File: src/tbdf_pkg.sv
// shared constants and carrier types for the touch detect filter
package tbdf_pkg;
  localparam int         NUM_SENSORS  = 2;
  localparam int         RAW_W        = 16;
  localparam int         REG_W        = 8;
  // register offsets
  localparam logic [7:0] ADDR_NOISE   = 8'h4e;
  localparam logic [7:0] ADDR_HYST    = 8'h52;
  localparam logic [7:0] ADDR_DEB     = 8'h53;
  localparam logic [7:0] ADDR_NNT     = 8'h54;
  localparam logic [7:0] ADDR_LBR     = 8'h55;
  localparam logic [7:0] ADDR_FILT    = 8'h56;
  localparam logic [7:0] ADDR_FT0     = 8'h66;
  localparam logic [7:0] ADDR_FT1     = 8'h67;
  // reset values
  localparam logic [7:0] RST_NOISE    = 8'h28;
  localparam logic [7:0] RST_COMMON   = 8'h0a;
  localparam logic [7:0] RST_FT       = 8'h64;
  // filter control field positions and reset bits
  localparam int         FILT_FORCE_BASELINE_RESET   = 7;
  localparam int         FILT_DROP    = 5;
  localparam int         FILT_AVG_EN  = 4;
  localparam int         FILT_ORD_LO  = 0;
  localparam logic [7:0] FILT_RW_MASK = 8'h33;
  localparam logic [7:0] RST_FILT     = 8'h20;

  typedef struct packed {
    logic             sensor;
    logic [RAW_W-1:0] raw;
  } tbdf_sample_t;

  typedef struct packed {
    logic       wr_en;
    logic [7:0] addr;
    logic [7:0] wdata;
  } tbdf_reg_req_t;

  typedef enum logic [1:0] {
    ST_INACTIVE = 2'b01,
    ST_ACTIVE   = 2'b10
  } tbdf_state_t;
endpackage

File: src/tbdf_top.sv
// touch detection, baseline tracking and raw-count filtering
`timescale 1ns/1ps

module tbdf_top (
  input  wire logic                            clock,
  input  wire logic                            arst_n,
  input  wire tbdf_pkg::tbdf_reg_req_t         reg_req,
  output logic [7:0]                           reg_rd_data,
  input  wire logic                            sample_valid,
  input  wire tbdf_pkg::tbdf_sample_t          sample_in,
  input  wire logic                            bus_busy,
  output logic [tbdf_pkg::NUM_SENSORS-1:0]     sensor_active,
  output logic [tbdf_pkg::RAW_W-1:0]           baseline_0,
  output logic [tbdf_pkg::RAW_W-1:0]           baseline_1
);
  import tbdf_pkg::*;

  // ----------------------------------------------------------------
  // registers
  // ----------------------------------------------------------------
  logic [7:0]  noise_q, hyst_q, deb_q, nnt_q, lbr_q, filt_q;
  logic [7:0]  ft_q [NUM_SENSORS];
  logic        force_baseline_reset_pulse;

  function automatic logic hit(input logic [7:0] a);
    return reg_req.wr_en && (reg_req.addr == a);
  endfunction

  always_ff @(posedge clock or negedge arst_n) begin
    if (!arst_n) begin
      noise_q  <= RST_NOISE;
      hyst_q   <= RST_COMMON;
      deb_q    <= RST_COMMON;
      nnt_q    <= RST_COMMON;
      lbr_q    <= RST_COMMON;
      filt_q   <= RST_FILT;
      ft_q[0]  <= RST_FT;
      ft_q[1]  <= RST_FT;
    end else begin
      if (hit(ADDR_NOISE)) noise_q <= reg_req.wdata;
      if (hit(ADDR_HYST))  hyst_q  <= reg_req.wdata;
      if (hit(ADDR_DEB))   deb_q   <= reg_req.wdata;
      if (hit(ADDR_NNT))   nnt_q   <= reg_req.wdata;
      if (hit(ADDR_LBR))   lbr_q   <= reg_req.wdata;
      if (hit(ADDR_FT0))   ft_q[0] <= reg_req.wdata;
      if (hit(ADDR_FT1))   ft_q[1] <= reg_req.wdata;
      // force bit stands for one cycle then clears itself
      if (hit(ADDR_FILT)) begin
        filt_q <= reg_req.wdata & (FILT_RW_MASK | 8'h80);
      end else begin
        filt_q[FILT_FORCE_BASELINE_RESET] <= 1'b0;
      end
    end
  end

  assign force_baseline_reset_pulse = filt_q[FILT_FORCE_BASELINE_RESET];

  // registered read data; reserved bits read zero
  always_ff @(posedge clock or negedge arst_n) begin
    if (!arst_n) begin
      reg_rd_data <= 8'h00;
    end else begin
      case (reg_req.addr)
        ADDR_NOISE: reg_rd_data <= noise_q;
        ADDR_HYST:  reg_rd_data <= hyst_q;
        ADDR_DEB:   reg_rd_data <= deb_q;
        ADDR_NNT:   reg_rd_data <= nnt_q;
        ADDR_LBR:   reg_rd_data <= lbr_q;
        ADDR_FILT:  reg_rd_data <= filt_q;
        ADDR_FT0:   reg_rd_data <= ft_q[0];
        ADDR_FT1:   reg_rd_data <= ft_q[1];
        default:    reg_rd_data <= 8'h00;
      endcase
    end
  end

  // ----------------------------------------------------------------
  // bus-activity sample drop
  // ----------------------------------------------------------------
  // traffic is remembered over the whole interval since the last sample
  logic bus_seen_q;
  logic accept;

  always_ff @(posedge clock or negedge arst_n) begin
    if (!arst_n) begin
      bus_seen_q <= 1'b0;
    end else if (sample_valid) begin
      bus_seen_q <= bus_busy;
    end else if (bus_busy) begin
      bus_seen_q <= 1'b1;
    end
  end

  assign accept = sample_valid &&
                  !(filt_q[FILT_DROP] && (bus_seen_q || bus_busy));

  // ----------------------------------------------------------------
  // block averaging
  // ----------------------------------------------------------------
  // block average, not sliding: output rate drops by a factor of 2 << order, but no
  // per-sensor sample memory is needed
  logic [RAW_W+3:0] acc_q [NUM_SENSORS];
  logic [3:0]       avg_cnt_q [NUM_SENSORS];
  logic [1:0]       order;
  logic [3:0]       last_idx;
  logic [RAW_W+3:0] acc_sum;
  logic             proc_valid;
  logic [RAW_W-1:0] proc_raw;
  logic             s;

  assign s        = sample_in.sensor;
  assign order    = filt_q[FILT_ORD_LO +: 2];
  assign last_idx = 4'((5'd2 << order) - 5'd1);
  assign acc_sum  = acc_q[s] + {4'h0, sample_in.raw};

  always_ff @(posedge clock or negedge arst_n) begin
    if (!arst_n) begin
      for (int i = 0; i < NUM_SENSORS; i++) begin
        acc_q[i]     <= '0;
        avg_cnt_q[i] <= 4'h0;
      end
    end else if (!filt_q[FILT_AVG_EN]) begin
      for (int i = 0; i < NUM_SENSORS; i++) begin
        acc_q[i]     <= '0;
        avg_cnt_q[i] <= 4'h0;
      end
    end else if (accept) begin
      if (avg_cnt_q[s] >= last_idx) begin
        acc_q[s]     <= '0;
        avg_cnt_q[s] <= 4'h0;
      end else begin
        acc_q[s]     <= acc_sum;
        avg_cnt_q[s] <= avg_cnt_q[s] + 4'h1;
      end
    end
  end

  always_comb begin
    proc_valid = accept;
    proc_raw   = sample_in.raw;
    if (filt_q[FILT_AVG_EN]) begin
      proc_valid = accept && (avg_cnt_q[s] >= last_idx);
      // three-bit shift amount: order 3 needs a shift of four
      proc_raw   = RAW_W'(acc_sum >> (3'(order) + 3'd1));
    end
  end

  // ----------------------------------------------------------------
  // baseline tracking and touch detection
  // ----------------------------------------------------------------
  logic [RAW_W-1:0] base_q [NUM_SENSORS];
  logic             base_init_q [NUM_SENSORS];
  logic [7:0]       deb_cnt_q [NUM_SENSORS];
  logic [7:0]       low_cnt_q [NUM_SENSORS];
  tbdf_state_t      state_q [NUM_SENSORS];
  logic signed [RAW_W:0] diff;
  logic signed [RAW_W:0] on_level, off_level, pos_lim, neg_lim;
  logic             above_on, below_off, too_low, too_high;

  always_comb begin
    diff      = $signed({1'b0, proc_raw})
              - $signed({1'b0, base_q[s]});
    on_level  = (RAW_W+1)'(ft_q[s]) + (RAW_W+1)'(hyst_q);
    off_level = (RAW_W+1)'(ft_q[s]) - (RAW_W+1)'(hyst_q);
    pos_lim   = (RAW_W+1)'(noise_q);
    neg_lim   = -((RAW_W+1)'(nnt_q));
    above_on  = diff > on_level;
    below_off = diff < off_level;
    too_low   = diff < neg_lim;
    too_high  = diff > pos_lim;
  end

  // baselines and low-sample counters
  always_ff @(posedge clock or negedge arst_n) begin
    if (!arst_n) begin
      for (int i = 0; i < NUM_SENSORS; i++) begin
        base_q[i]      <= '0;
        base_init_q[i] <= 1'b0;
        low_cnt_q[i]   <= 8'h00;
      end
    end else begin
      if (proc_valid) begin
        if (!base_init_q[s]) begin
          base_q[s]      <= proc_raw;
          base_init_q[s] <= 1'b1;
          low_cnt_q[s]   <= 8'h00;
        end else if (too_low) begin
          // baseline frozen until enough low samples in a row
          if (low_cnt_q[s] + 8'h01 >= lbr_q) begin
            base_q[s]    <= proc_raw;
            low_cnt_q[s] <= 8'h00;
          end else begin
            low_cnt_q[s] <= low_cnt_q[s] + 8'h01;
          end
        end else begin
          low_cnt_q[s] <= 8'h00;
          if (diff > 0 && !too_high) begin
            base_q[s] <= base_q[s] + 1'b1;
          end else if (diff < 0) begin
            base_q[s] <= base_q[s] - 1'b1;
          end
        end
      end
      // forced reset: next sample of each sensor reloads its baseline
      if (force_baseline_reset_pulse) begin
        for (int i = 0; i < NUM_SENSORS; i++) begin
          base_init_q[i] <= 1'b0;
        end
      end
    end
  end

  // activation state and debounce
  always_ff @(posedge clock or negedge arst_n) begin
    if (!arst_n) begin
      for (int i = 0; i < NUM_SENSORS; i++) begin
        state_q[i]   <= ST_INACTIVE;
        deb_cnt_q[i] <= 8'h00;
      end
    end else if (proc_valid && base_init_q[s]) begin
      case (state_q[s])
        ST_INACTIVE: begin
          if (above_on) begin
            // a setting of zero behaves like one
            if (deb_cnt_q[s] + 8'h01 >= deb_q) begin
              state_q[s]   <= ST_ACTIVE;
              deb_cnt_q[s] <= 8'h00;
            end else begin
              deb_cnt_q[s] <= deb_cnt_q[s] + 8'h01;
            end
          end else begin
            deb_cnt_q[s] <= 8'h00;
          end
        end
        ST_ACTIVE: begin
          deb_cnt_q[s] <= 8'h00;
          if (below_off) begin
            state_q[s] <= ST_INACTIVE;
          end
        end
        default: begin
          state_q[s]   <= ST_INACTIVE;
          deb_cnt_q[s] <= 8'h00;
        end
      endcase
    end
  end

  always_comb begin
    for (int i = 0; i < NUM_SENSORS; i++) begin
      sensor_active[i] = (state_q[i] == ST_ACTIVE);
    end
  end

  assign baseline_0 = base_q[0];
  assign baseline_1 = base_q[1];
endmodule

File: config.mk
export PLATFORM = sky130hd
export DESIGN_NAME = tbdf_top
export DESIGN_NICKNAME = d
export VERILOG_FILES = /design/src/tbdf_pkg.sv /design/src/tbdf_top.sv
export SDC_FILE = /design/constraint.sdc
export NUM_CORES = 1
export LEC_CHECK = 0
export BUFFER_PORTS_ARGS = -buffer_cell sky130_fd_sc_hd__buf_2
export CORE_ASPECT_RATIO = 0.9
export CORE_MARGIN = 3
export CORE_UTILIZATION = 36
export DETAILED_ROUTE_END_ITERATION = 12
export PLACE_DENSITY = 0.56
export SYNTH_ARGS = -nofsm -noshare
export SYNTH_HDL_FRONTEND = slang
export SYNTH_SLANG_ARGS = --single-unit
File: constraint.sdc
create_clock -name clock -period 7.3 [get_ports clock]
set_input_delay 0 -clock clock [delete_from_list [all_inputs] [get_ports clock]]
set_output_delay 0 -clock clock [all_outputs]
set_load 0.02 [all_outputs]
==> results.ini <==
[global_route]
grt_start_max_net_pins=80
grtUsageTotal_pct=21.1
overflow=0
grt_pass1_wl_microns=71600
antenna_found_initial=0
first_global_vias=12200

[cells_and_area]
synthToLayoutAreaGrowth_pct=19.9
final_area_sq_um=17600
nets=1905
antenna_cells=0
drive_gt1_share_pct=24.8

[worst_setup_path]
cp_max_fo=7
crit_required_ns=7.64
start_kind=flop
arrival_ns=7.56
cp_slowest_cell=o41a_1
crit_type=flop to flop
slowest_delay_ns=0.43
end_kind=flop
cp_common_cell=ha_4

[power_and_ir_drop]
powerDensity_nw_per_um2=305
irDropWorstVdd_mv=0.197
p_leak_nw=7.83

[clock_network]
clock_latency_ns=0.46
htreeDepth=4
clkSinkCount=188
cts_buffers=17
cts_max_path_buffers=2
tritoncts=yes
clkTransAtPathRegs_ns=0.08
cts_root_buffer=clkbuf_16

[drt]
ant_nets=0
routed_wl_microns=46300
drt-initial-drc-count=1167
wl_per_cell_microns=20.2
drtPass1Iterations=5
drc=0
vias=12900
viasPerCell=5.65

[yosys]
synth_seq_cells=188
syn_nets=1767
synth_async_sr_flop_share_pct=100
synth-seq-area-share_pct=32.3
synth_area_sq_um=14600
yosysTopAreaCellShare_pct=28.9
yosys.area.top_type=dfrtp_1
synth_cells=1608
ys_types=100
synth_area_leaders=dfrtp_1, ha_1, mux2_2
synth_ff_type=dfrtp_1
yosys_warnings=0
synth.avg_cell_area_sq_um=9.10
synth_edf_count=0

[die]
initial_core_util_pct=36.8
die_h_microns=197
die_w_microns=219
core.rowCount=69
die_area_sq_um=43100
core_sq_um=39800
ios=80

[min_path]
hold_class=input pin to flop

[sta]
timing.slew.headroom_pct=9.37
slew_viol_final=0
worst_slew_pin_slew_ns=1.36
fmax_mhz=139
holdWs_ns=0.0682
post-route-period-util_pct=98.9
skew_ns=0.0161
setup_viol=0
grt_setup_unrepaired=true
period_minus_slack_ns=7.22
finalHoldViolCount=0

[place]
dp_hpwl_microns=34600
gp_congestion=0.916
placed_cell_area_sq_um=16000
io_buffers=79

[flow_run]
drv_cap=0

[run_status]
status=complete, no violations

-- worst max-delay path: cells and delay by family, from the launching register on --
| family | cells | cell delay (ns) |
|---|---|---|
| mux | 4 | 0.83 |
| flops | 1 | 0.37 |
| compound gates | 12 | 2.49 |
| fa+ha+maj | 4 | 1.08 |
| buf+inv | 2 | 0.26 |
| simple gates | 11 | 1.89 |
| xor+xnor | 1 | 0.17 |
-- repair_timing --
| action | 4_1_cts | 5_1_grt |
|---|---|---|
| gates cloned | 0 | 5 |
| buffers inserted | 0 | 32 |
| resized for setup | 4 | 81 |
| hold endpoints to repair | 142 | 0 |
| pin swaps | 1 | 43 |
| hold buffers | 15 | 0 |
| endpoints found under the setup margin | 29 | 48 |
-- where the power goes --
part	internal, mW	switching [mW]	leakage (nW)
clock	0.549	0.438	0.298
sequential	1.17	0.112	2.49
combinational	1.31	1.78	5.04
total	3.02	2.33	7.83
-- placed cells by master (no fill, tap or decap), types with 21 or more instances in the layout --
cell / instances
nand3_1: 34
o21ai_0: 47
o21ai_1: 25
inv_1: 84
xnor2_1: 43
nand2_1: 169
nor3_1: 26
ha_1: 106
buf_2: 78
dfrtp_1: 169
buf_4: 75
nand2b_1: 21
a21o_1: 29
mux2i_1: 46
mux2_2: 99
a22o_1: 34
a22oi_1: 23
a21oi_1: 91
nor2b_1: 25
nor2_1: 109
-- state kept, by name (all words and copies together), names as in the netlist, named ones only --
register     flops
avg_cnt_q        8
hyst_q           8
acc_q           40
bus_seen_q       1
nnt_q            8
low_cnt_q       16
deb_cnt_q       16
lbr_q            8
noise_q          8
baseline_0      16
deb_q            8
filt_q           5
baseline_1      16
base_init_q      2
reg_rd_data      8
ft_q            16
-- stage by stage --
step,util [%],power (mW),setup TNS [ns],worst slack [ns],std cells
6_report,44.1,5.36,0,0.0838,2291
5_1_grt,44.1,5.73,-2.97,-0.151,2291
4_1_cts,42.2,4.99,-0.0353,-0.0353,2254
3_5_place_dp,40.2,3.95,-0.705,-0.0824,2207
3_3_place_gp,40.2,3.91,-0.0303,-0.0303,2207
2_1_floorplan,-,3.17,-0.0800,-0.0329,1608
-- Yosys cell counts, drive strengths merged (25+ instances only) --
library cell and number:
a21oi 104, clkbuf 37, dfrtp 169, ha 117, nor2b 27, nor3 29, nand2 173, mux2 104
a22o 34, xnor2 52, mux2i 47, nor2 113, inv 86, a21o 29, nand3 34, o21ai 83
a22oi 25
-- layout make-up --
| cell class | count | area, sq um |
|---|---|---|
| Clock buffer | 18 | 439 |
| Tap cell | 532 | 666 |
| Multi-Input combinational cell | 1273 | 9930 |
| Inverter | 87 | 327 |
| Timing Repair Buffer | 179 | 1290 |
| Clock inverter | 14 | 168 |
| Fill cell | 3836 | 22200 |
| Sequential cell | 188 | 4730 |
-- metal layers --
metal / GRT usage, % / routed length [microns] / part of all wire [%]
met5: 0 / 0 / 0
met4: 4.42 / 664 / 1.4
met3: 4.03 / 2740 / 5.9
met2: 30.7 / 19600 / 42
met1: 32.4 / 23300 / 50
-- final timing paths --
kind                       cells past startpoint        endpoint  slack [ns]           from
max                                           34  baseline_0[15]        0.08       acc_q[0]
min                                            5  baseline_1[12]        0.07  sample_in[12]
max reg2reg                                   34  baseline_0[15]        0.08       acc_q[0]
min reg2reg                                    2    low_cnt_q[1]        0.48   low_cnt_q[1]
max in group asynchronous                      3  baseline_1[11]        5.93         arst_n
min in group asynchronous                      2    deb_cnt_q[2]        0.10         arst_n
-- logic make-up (layout without fill, tap and decap cells) --
kind of cell             after synthesis  in the layout  share of synthesized area [%]
XOR/XNOR                              68             68                           4.17
AND/OR/NAND/NOR                      495            495                           16.5
flip-flops                           188            188                           32.3
buffers and inverters                147            298                           3.92
multiplexers                         152            152                           11.4
AO/OA/AOI/OAI                        437            437                           21.1
adder cells (fa/ha/maj)              121            121                           10.6
Note: power is estimated with default switching activity, not from simulation.
